==> src/gpio_map.svh <==
// Register offsets, field positions, reset values and pin layout of the GPIO block
`ifndef GPIO_MAP_SVH
`define GPIO_MAP_SVH

// ****************************************
// Pin layout
// ****************************************
`define PIN_COUNT        19
`define PLAIN_FIRST_PIN  0
`define LED_FIRST_PIN    8
`define EXP_FIRST_PIN    11
`define LED_PIN_COUNT    3
`define EDGE_CAP_MASK    19'h00300
`define POL_EXEMPT_MASK  19'h00400

// ****************************************
// Register indices (byte address is four times the index)
// ****************************************
`define IDX_PLAIN_DATA   10'h04a
`define IDX_LED_DATA     10'h050
`define IDX_EXP_DATA     10'h051
`define IDX_CFG_BASE     10'h060

// ****************************************
// Configuration fields and reset values
// ****************************************
`define CFG_DIR_BIT      0
`define CFG_POL_BIT      1
`define CFG_ALT_BIT      2
`define CFG_EDGE_BIT     3
`define CFG_DRV_BIT      7
`define CFG_RESET        8'h01
`define DATA_RESET       19'h00000

`endif

==> src/gpio_pkg.sv <==
// Types shared by the GPIO block
package gpio_pkg;
   typedef logic [7:0] cfg_type;
   typedef enum {
      SEL_NONE,
      SEL_PLAIN,
      SEL_LED,
      SEL_EXP,
      SEL_CFG
   } reg_sel_type;
endpackage

==> src/gpio_port.sv <==
// APB register file and pin array of the general purpose I/O block
`include "gpio_map.svh"
module gpio_port import gpio_pkg::*; (
   // Clock and reset
   input  wire logic                    i_mclk,
   input  wire logic                    i_rst_n,
   // APB slave
   input  wire logic                    i_psel,
   input  wire logic                    i_penable,
   input  wire logic                    i_pwrite,
   input  wire logic [11:0]             i_paddr,
   input  wire logic [31:0]             i_pwdata,
   output logic      [31:0]             o_prdata,
   output logic                         o_pready,
   output logic                         o_pslverr,
   // Alternate functions
   input  wire logic [`PIN_COUNT-1:0]   i_alt_out,
   input  wire logic [`PIN_COUNT-1:0]   i_alt_oe,
   output logic      [`PIN_COUNT-1:0]   o_alt_in,
   // Pins
   input  wire logic [`PIN_COUNT-1:0]   i_pin,
   output logic      [`PIN_COUNT-1:0]   o_pin_out,
   output logic      [`PIN_COUNT-1:0]   o_pin_oe
);
   cfg_type                 cfg_q      [`PIN_COUNT];
   cfg_type                 next_cfg   [`PIN_COUNT];
   logic [`PIN_COUNT-1:0]   data_q;
   logic [`PIN_COUNT-1:0]   next_data;
   logic [`PIN_COUNT-1:0]   rd_bits;
   logic [`PIN_COUNT-1:0]   writable;
   logic [31:0]             next_prdata;
   logic                    next_pready;
   logic                    next_pslverr;
   logic [9:0]              idx;
   logic [9:0]              cfg_off;
   reg_sel_type             sel;
   logic                    setup;
   logic                    wr_en;

   // ****************************************
   // Per-pin cells
   // ****************************************
   for (genvar p = 0; p < `PIN_COUNT; p++) begin : g_pin
      localparam logic [`PIN_COUNT-1:0] EDGE_M = `EDGE_CAP_MASK;
      localparam logic [`PIN_COUNT-1:0] EXEM_M = `POL_EXEMPT_MASK;
      gpio_pin_cell #(
         .EDGE_CAP   (EDGE_M[p]),
         .POL_EXEMPT (EXEM_M[p])
      ) u_cell (
         .i_mclk     (i_mclk),
         .i_rst_n    (i_rst_n),
         .i_cfg      (cfg_q[p]),
         .i_data     (data_q[p]),
         .o_rd_bit   (rd_bits[p]),
         .i_alt_out  (i_alt_out[p]),
         .i_alt_oe   (i_alt_oe[p]),
         .o_alt_in   (o_alt_in[p]),
         .i_pin      (i_pin[p]),
         .o_pin_out  (o_pin_out[p]),
         .o_pin_oe   (o_pin_oe[p])
      );
      // Edge mode makes the pin an input regardless of bit 0
      assign writable[p] = ~cfg_q[p][`CFG_DIR_BIT] &
                           ~(EDGE_M[p] & cfg_q[p][`CFG_EDGE_BIT]);
   end

   // ****************************************
   // Address decode
   // ****************************************
   always_comb begin
      idx     = i_paddr[11:2];
      cfg_off = idx - `IDX_CFG_BASE;
      sel     = SEL_NONE;
      if (i_paddr[1:0] == 2'b00) begin
         if (idx == `IDX_PLAIN_DATA) begin
            sel = SEL_PLAIN;
         end else if (idx == `IDX_LED_DATA) begin
            sel = SEL_LED;
         end else if (idx == `IDX_EXP_DATA) begin
            sel = SEL_EXP;
         end else if (idx >= `IDX_CFG_BASE && cfg_off < 10'(`PIN_COUNT)) begin
            sel = SEL_CFG;
         end
      end
      setup = i_psel & ~i_penable;
      // Single wait-free access: pready rises in the access cycle
      wr_en = i_psel & i_penable & o_pready & i_pwrite;
   end

   // ****************************************
   // Register state
   // ****************************************
   always_comb begin
      next_data    = data_q;
      next_prdata  = o_prdata;
      next_pready  = setup;
      next_pslverr = setup & (sel == SEL_NONE);
      for (int k = 0; k < `PIN_COUNT; k++) begin
         next_cfg[k] = cfg_q[k];
         if (wr_en && sel == SEL_CFG && cfg_off == 10'(k)) begin
            next_cfg[k] = i_pwdata[7:0];
         end
         // Bank writes touch only output pins; bits with no pin have no storage
         if (wr_en && writable[k]) begin
            if (sel == SEL_PLAIN && k < `LED_FIRST_PIN) begin
               next_data[k] = i_pwdata[k - `PLAIN_FIRST_PIN];
            end else if (sel == SEL_LED && k >= `LED_FIRST_PIN && k < `EXP_FIRST_PIN) begin
               next_data[k] = i_pwdata[k - `LED_FIRST_PIN];
            end else if (sel == SEL_EXP && k >= `EXP_FIRST_PIN) begin
               next_data[k] = i_pwdata[k - `EXP_FIRST_PIN];
            end
         end
      end
      if (setup && !i_pwrite) begin
         unique case (sel)
            SEL_PLAIN: next_prdata = {24'h000000, rd_bits[`LED_FIRST_PIN-1:0]};
            SEL_LED:   next_prdata = {29'h00000000,
                                      rd_bits[`EXP_FIRST_PIN-1:`LED_FIRST_PIN]};
            SEL_EXP:   next_prdata = {24'h000000, rd_bits[`PIN_COUNT-1:`EXP_FIRST_PIN]};
            SEL_CFG:   next_prdata = {24'h000000, cfg_q[cfg_off[4:0]]};
            SEL_NONE:  next_prdata = 32'h00000000;
         endcase
      end
   end

   always_ff @(posedge i_mclk or negedge i_rst_n) begin
      if (!i_rst_n) begin
         data_q    <= `DATA_RESET;
         o_prdata  <= 32'h00000000;
         o_pready  <= 1'b0;
         o_pslverr <= 1'b0;
         for (int k = 0; k < `PIN_COUNT; k++) begin
            cfg_q[k] <= `CFG_RESET;
         end
      end else begin
         data_q    <= next_data;
         o_prdata  <= next_prdata;
         o_pready  <= next_pready;
         o_pslverr <= next_pslverr;
         for (int k = 0; k < `PIN_COUNT; k++) begin
            cfg_q[k] <= next_cfg[k];
         end
      end
   end

   // ****************************************
   // Checks
   // ****************************************
   a_pready_after_setup: assert property (@(posedge i_mclk) disable iff (!i_rst_n)
      setup |=> o_pready ##1 !o_pready)
      else $error("pready not one cycle after setup");
   a_unmapped_error: assert property (@(posedge i_mclk) disable iff (!i_rst_n)
      (setup && sel == SEL_NONE) |=> (o_pslverr && o_pready))
      else $error("unmapped access not flagged");
   a_cfg_write_lands: assert property (@(posedge i_mclk) disable iff (!i_rst_n)
      (wr_en && sel == SEL_CFG && cfg_off == 10'h000) |=> cfg_q[0] == $past(i_pwdata[7:0]))
      else $error("configuration write lost");
   a_input_write_ignored: assert property (@(posedge i_mclk) disable iff (!i_rst_n)
      (wr_en && sel == SEL_PLAIN && cfg_q[0][`CFG_DIR_BIT]) |=> $stable(data_q[0]))
      else $error("write changed input pin data");
   a_output_write_stores: assert property (@(posedge i_mclk) disable iff (!i_rst_n)
      (wr_en && sel == SEL_EXP && writable[`EXP_FIRST_PIN])
      |=> data_q[`EXP_FIRST_PIN] == $past(i_pwdata[0]))
      else $error("output write not stored");
   a_reserved_read_zero: assert property (@(posedge i_mclk) disable iff (!i_rst_n)
      (setup && !i_pwrite && sel == SEL_LED) |=> o_prdata[31:3] == 29'h00000000)
      else $error("reserved data bits not zero");
   a_pslverr_with_ready: assert property (@(posedge i_mclk) disable iff (!i_rst_n)
      o_pslverr |-> o_pready)
      else $error("slave error outside access cycle");
   a_mapped_no_error: assert property (@(posedge i_mclk) disable iff (!i_rst_n)
      (setup && sel != SEL_NONE) |=> !o_pslverr)
      else $error("mapped access flagged as error");
   a_misaligned_error: assert property (@(posedge i_mclk) disable iff (!i_rst_n)
      (setup && i_paddr[1:0] != 2'b00) |=> o_pslverr)
      else $error("misaligned access not flagged");
   a_unmapped_write_ignored: assert property (@(posedge i_mclk) disable iff (!i_rst_n)
      (wr_en && sel == SEL_NONE) |=> $stable(data_q))
      else $error("unmapped write changed data");
   a_data_write_only: assert property (@(posedge i_mclk) disable iff (!i_rst_n)
      !wr_en |=> $stable(data_q))
      else $error("data changed without a write");
   a_cfg_write_only: assert property (@(posedge i_mclk) disable iff (!i_rst_n)
      !wr_en |=> $stable(cfg_q[0]))
      else $error("configuration changed without a write");
   a_cfg_read_value: assert property (@(posedge i_mclk) disable iff (!i_rst_n)
      (setup && !i_pwrite && sel == SEL_CFG && cfg_off == 10'h000)
      |=> o_prdata == {24'h000000, $past(cfg_q[0])})
      else $error("configuration read value wrong");
   a_led_write_stores: assert property (@(posedge i_mclk) disable iff (!i_rst_n)
      (wr_en && sel == SEL_LED && writable[`LED_FIRST_PIN])
      |=> data_q[`LED_FIRST_PIN] == $past(i_pwdata[0]))
      else $error("led bank write not stored");
   a_prdata_upper_zero: assert property (@(posedge i_mclk) disable iff (!i_rst_n)
      o_pready |-> o_prdata[31:8] == 24'h000000)
      else $error("read data upper bits not zero");

   // ****************************************
   // Coverage
   // ****************************************
   c_back_to_back: cover property (@(posedge i_mclk) disable iff (!i_rst_n)
      o_pready ##1 setup);
   c_data_write: cover property (@(posedge i_mclk) disable iff (!i_rst_n)
      wr_en && sel == SEL_PLAIN);
   c_cfg_read: cover property (@(posedge i_mclk) disable iff (!i_rst_n)
      setup && !i_pwrite && sel == SEL_CFG);
   c_unmapped: cover property (@(posedge i_mclk) disable iff (!i_rst_n)
      setup && sel == SEL_NONE);
endmodule

==> src/gpio_pin_cell.sv <==
// One GPIO pin: direction, polarity, driver type and alternate function path
`include "gpio_map.svh"
module gpio_pin_cell import gpio_pkg::*; #(
   parameter bit EDGE_CAP   = 1'b0,
   parameter bit POL_EXEMPT = 1'b0
) (
   // Clock and reset
   input  wire logic i_mclk,
   input  wire logic i_rst_n,
   // Configuration and data
   input  wire cfg_type i_cfg,
   input  wire logic i_data,
   output logic      o_rd_bit,
   // Alternate function
   input  wire logic i_alt_out,
   input  wire logic i_alt_oe,
   output logic      o_alt_in,
   // Pin
   input  wire logic i_pin,
   output logic      o_pin_out,
   output logic      o_pin_oe
);
   logic pin_q;
   logic next_pin_out;
   logic next_pin_oe;
   logic next_alt_in;
   logic edge_mode;
   logic inv;
   logic alt_inv;
   logic val;
   logic drive;

   // ****************************************
   // Pin path
   // ****************************************
   always_comb begin
      edge_mode = EDGE_CAP & i_cfg[`CFG_EDGE_BIT];
      inv       = i_cfg[`CFG_POL_BIT];
      alt_inv   = inv & ~POL_EXEMPT & ~edge_mode;
      if (i_cfg[`CFG_ALT_BIT]) begin
         val   = i_alt_out ^ alt_inv;
         drive = i_alt_oe & ~edge_mode;
      end else begin
         val   = i_data ^ inv;
         drive = ~i_cfg[`CFG_DIR_BIT] & ~edge_mode;
      end
      // Open drain never drives high; the board pull-up does
      next_pin_out = val;
      next_pin_oe  = drive & (~i_cfg[`CFG_DRV_BIT] | ~val);
      next_alt_in  = pin_q ^ alt_inv;
      o_rd_bit     = (i_cfg[`CFG_DIR_BIT] | edge_mode) ? (pin_q ^ inv) : i_data;
   end

   always_ff @(posedge i_mclk or negedge i_rst_n) begin
      if (!i_rst_n) begin
         pin_q     <= 1'b0;
         o_pin_out <= 1'b0;
         o_pin_oe  <= 1'b0;
         o_alt_in  <= 1'b0;
      end else begin
         pin_q     <= i_pin;
         o_pin_out <= next_pin_out;
         o_pin_oe  <= next_pin_oe;
         o_alt_in  <= next_alt_in;
      end
   end

   // ****************************************
   // Checks
   // ****************************************
   a_out_drive_value: assert property (@(posedge i_mclk) disable iff (!i_rst_n)
      (!i_cfg[`CFG_ALT_BIT] && !i_cfg[`CFG_DIR_BIT] && !i_cfg[`CFG_DRV_BIT] && !edge_mode)
      |=> (o_pin_oe && o_pin_out == $past(i_data ^ i_cfg[`CFG_POL_BIT])))
      else $error("output pin not driven with data");
   a_open_drain_low: assert property (@(posedge i_mclk) disable iff (!i_rst_n)
      i_cfg[`CFG_DRV_BIT] |=> !(o_pin_oe && o_pin_out))
      else $error("open drain pin driven high");
   a_input_read_pol: assert property (@(posedge i_mclk) disable iff (!i_rst_n)
      (i_cfg[`CFG_DIR_BIT] && $stable(i_cfg)) |-> o_rd_bit == ($past(i_pin) ^ i_cfg[`CFG_POL_BIT]))
      else $error("input read value wrong");
   a_input_no_drive: assert property (@(posedge i_mclk) disable iff (!i_rst_n)
      (!i_cfg[`CFG_ALT_BIT] && i_cfg[`CFG_DIR_BIT]) |=> !o_pin_oe)
      else $error("input pin is driven");
   a_alt_pol_in: assert property (@(posedge i_mclk) disable iff (!i_rst_n)
      (i_cfg[`CFG_ALT_BIT] && !edge_mode && $stable(i_cfg))
      |-> ##1 o_alt_in == ($past(i_pin, 2) ^ ($past(i_cfg[`CFG_POL_BIT]) & !POL_EXEMPT)))
      else $error("alternate input polarity wrong");
   c_inverted_output: cover property (@(posedge i_mclk) disable iff (!i_rst_n)
      o_pin_oe && !i_cfg[`CFG_DIR_BIT] && i_cfg[`CFG_POL_BIT]);
endmodule

==> config.mk <==
export PLATFORM = sky130hd
export DESIGN_NAME = gpio_port
export DESIGN_NICKNAME = d
export VERILOG_FILES = /design/src/gpio_pkg.sv /design/src/gpio_port.sv /design/src/gpio_pin_cell.sv
export VERILOG_INCLUDE_DIRS = /design/src
export SDC_FILE = /design/constraint.sdc
export NUM_CORES = 1
export LEC_CHECK = 0
export BUFFER_PORTS_ARGS = -buffer_cell sky130_fd_sc_hd__clkbuf_2
export CAP_MARGIN = 20
export CORE_MARGIN = 4
export CORE_UTILIZATION = 25
export CTS_BUF_LIST = sky130_fd_sc_hd__clkbuf_16
export CTS_CLUSTER_SIZE = 24
export DETAILED_ROUTE_END_ITERATION = 7
export PLACE_DENSITY_LB_ADDON = 0.15
export SLEW_MARGIN = 20
export SYNTH_ARGS = -nofsm -noshare
export SYNTH_HDL_FRONTEND = slang
export SYNTH_SLANG_ARGS = --single-unit
export TNS_END_PERCENT = 10
==> constraint.sdc <==
create_clock -name i_mclk -period 3.5 [get_ports i_mclk]
set_clock_uncertainty 0.2 [all_clocks]
set_input_delay 0.7 -clock i_mclk [delete_from_list [all_inputs] [get_ports i_mclk]]
set_output_delay 0.7 -clock i_mclk [all_outputs]
set_load 0.05 [all_outputs]
==> results_dict.tcl <==
set metrics [dict create \
    drc_errors 0 \
    fin_cells 1707 \
    insertion_delay_ns 0.56 \
    hold_start "i_pin[7]" \
    post_cts_buffers 0 \
    finalPower_uw 6630 \
    drv_cap 0 \
    core-area_um2 47900 \
    dieWidth_um 229 \
    hold_depth 1 \
    cts_tree "done" \
    setup_violations 0 \
    ant_nets 0 \
    diodes 0 \
    crit_type "input pin to register" \
    syn_to_final_growth_pct 20.1 \
    arrival_ns 3.13 \
    yosysSeqAreaShare 0.530 \
    p_leak_uw 0.00684 \
    vias 7685 \
    power_density_nw_per_um2 453 \
    relSlewSlack 0.536 \
    critical_path_required_ns 3.74 \
    crit_path_start_kind "input pin" \
    drive_above_1_share 0.444 \
    fin_nets 1176 \
    n_fill_cell 4882 \
    grt_util_all_layers 0.138 \
    finalCritPeriodShare 0.825 \
    dpl.hpwl_um 27200 \
    via_per_inst 4.50 \
    finalWeightedCongestion 0.867 \
    grt_max_degree 67 \
    cts_htree_levels 1 \
    grt_pass1_wl_um 54900 \
    rr_worst_depth 7 \
    row_count 80 \
    hold_buffers 1 \
    die_height_um 229 \
    slew_violations 0 \
    grt.overflow.total 0 \
    postSynthCellCount 929 \
    design.die.area_um2 52400 \
    ys.flop_type "dfrtp_1" \
    ys_ff_latch 257 \
    cp-end-kind "register" \
    tightest_slew_ns 0.695 \
    avgSynthCellArea_um2 13.1 \
    fin_ws_ns 0.613 \
    period_minus_slack_ns 2.89 \
    max_freq_mhz 346 \
    grt_pass1_vias 8350 \
    final_hold_viol_count 0 \
    yosysWarningCount 0 \
    initialDrtViolationCount 345 \
    clk_pin_slew_worst_paths_ns 0.06 \
    hold_class "input pin to register" \
    rsz0062_at_grt "no" \
    worstReg2RegStart "cfg_q[69]" \
    synth_area_um2 12200 \
    place_ws_ns 0.0737 \
    peakVddDrop_uv 348 \
    setup_tns_ns 0 \
    cts_buffer_depth 3 \
    worstHoldEndpoint "g_pin[7].u_cell.pin_q" \
    r2r_slack_ns 1.04 \
    r2r_end "o_prdata[5]" \
    cts_buffers 30 \
    outcome "complete, no violations" \
    synth-async-reset-ratio 1.00 \
    ctsResizeCount 0 \
    cts_root_buffer "clkbuf_16" \
    firstDrtPassIters 4 \
    routedWlPerCell_um 21.4 \
    dp_cells 1651 \
    initial_core_util 0.254 \
    clock-sinks 257 \
    pin_count 197 \
    port-buffer-count 148 \
    drt_wl_total_um 36500 \
    synth-edff-count 0 \
    antenna_found_initial 0 \
    path_max_fanout 8 \
    synth_cell_type_count 51 \
]
-- area by class of cell --
class | count | area, um^2 | area share
Clock buffer | 31 | 776 | 0.0530
Clock inverter | 24 | 205 | 0.0140
Inverter | 2 | 7.51 | 0.000513
Multi-Input combinational cell | 567 | 5030 | 0.343
Sequential cell | 257 | 6450 | 0.441
Tap cell | 615 | 769 | 0.0526
Timing Repair Buffer | 211 | 1400 | 0.0957
-- cells in the final DEF (no fill, tap or decap), types with 4 or more instances in the layout --
cell and count:
nor4_4 6, bufinv_16 4, dfstp_2 19, conb_1 24
clkbuf_16 31, nand3_1 11, nor3_1 10, mux2i_1 43
a221oi_1 5, buf_4 48, clkbuf_2 147, dfrtp_1 238
mux4_2 35, clkinv_2 5, a21boi_0 5, nor2_1 66
a21oi_1 49, xnor2_1 22, and3_1 5, xor2_1 21
buf_12 14, mux2_2 173, o21ai_0 15, inv_1 13
nand2b_1 7, a31oi_1 6, nand2_1 26
-- worst max path at each step --
stage	slack [ns]	start	cells after the start	to
floorplan	0.40	i_paddr[7]	7	cfg_q[129]
global placement	0.10	i_paddr[7]	9	cfg_q[138]
detailed placement	0.07	i_paddr[7]	9	cfg_q[138]
CTS	0.66	i_paddr[7]	9	cfg_q[77]
global route	0.56	i_paddr[7]	9	cfg_q[140]
finish	0.61	i_paddr[7]	9	cfg_q[77]
-- synth_stat cells (4+ instances only) --
library cell,count,area (um^2)
buf_1,4,15.0
mux2i_1,43,430
nor3_1,10,50.1
a31oi_1,6,37.5
and3_1,5,31.3
dfstp_2,19,499
a21oi_1,49,245
xor2_1,21,184
buf_4,82,616
nor2_1,66,248
mux2_2,173,1950
nand3_1,11,55.1
nand2b_1,7,43.8
xnor2_1,22,193
mux4_2,35,788
a21boi_0,5,37.5
a221oi_1,5,43.8
o21ai_0,15,75.1
nand2_1,26,97.6
dfrtp_1,238,5960
nor4_4,6,128
buf_2,6,30.0
clkbuf_1,34,128
-- metrics by stage --
stage                     utilization  cell area (um^2)  hold slack (ns)
after floorplan                     -             12300            0.173
after global placement          0.285             13600            0.225
after detailed placement        0.285             13600            0.222
after CTS                       0.305             14600           0.0153
after global routing            0.305             14600           0.0205
final                           0.305             14600           0.0414
-- routing by layer --
layer,global-route usage,routed length [um],vias to the layer above
li1,-,-,3511
met1,0.179,15700,3994
met2,0.237,18200,137
met3,0.0260,1740,43
met4,0.0367,840,0
met5,0,0,-
-- worst max-delay path: stages --
cell and delay, ns:
clkbuf_2 0.11, ha_1 0.24, or3b_1 0.36, a221o_1 0.31, a21o_1 0.30, buf_4 0.22, nor4_4 0.36, buf_12 0.18
mux2_2 0.33
-- state kept, by name, indices dropped and copies added (netlist names) --
| register | flops |
|---|---|
| g_pin.u_cell.o_pin_out | 19 |
| o_pslverr | 1 |
| cfg_q | 152 |
| g_pin.u_cell.pin_q | 18 |
| g_pin.u_cell.o_pin_oe | 19 |
| g_pin.u_cell.next_alt_in | 1 |
| data_q | 19 |
| o_pready | 1 |
| g_pin.u_cell.o_alt_in | 19 |
| o_prdata | 8 |
-- logic make-up (layout without fill, tap and decap cells) --
| family | count (synthesis) | in the layout | synth area share |
|---|---|---|---|
| buf+inv | 128 | 268 | 0.0653 |
| compound gates | 99 | 99 | 0.0483 |
| simple gates | 147 | 147 | 0.0630 |
| other cells | 1 | 24 | 0.000308 |
| mux | 253 | 253 | 0.262 |
| flops | 257 | 257 | 0.530 |
| xor+xnor | 43 | 43 | 0.0309 |
| fa+ha+maj | 1 | 1 | 0.00103 |
-- power by group --
group          switching (uW)  internal (uW)
Clock                    1230           1880
Sequential               22.3           3010
Combinational             366            125
No activity file was read; power rests on OpenSTA's default activity.
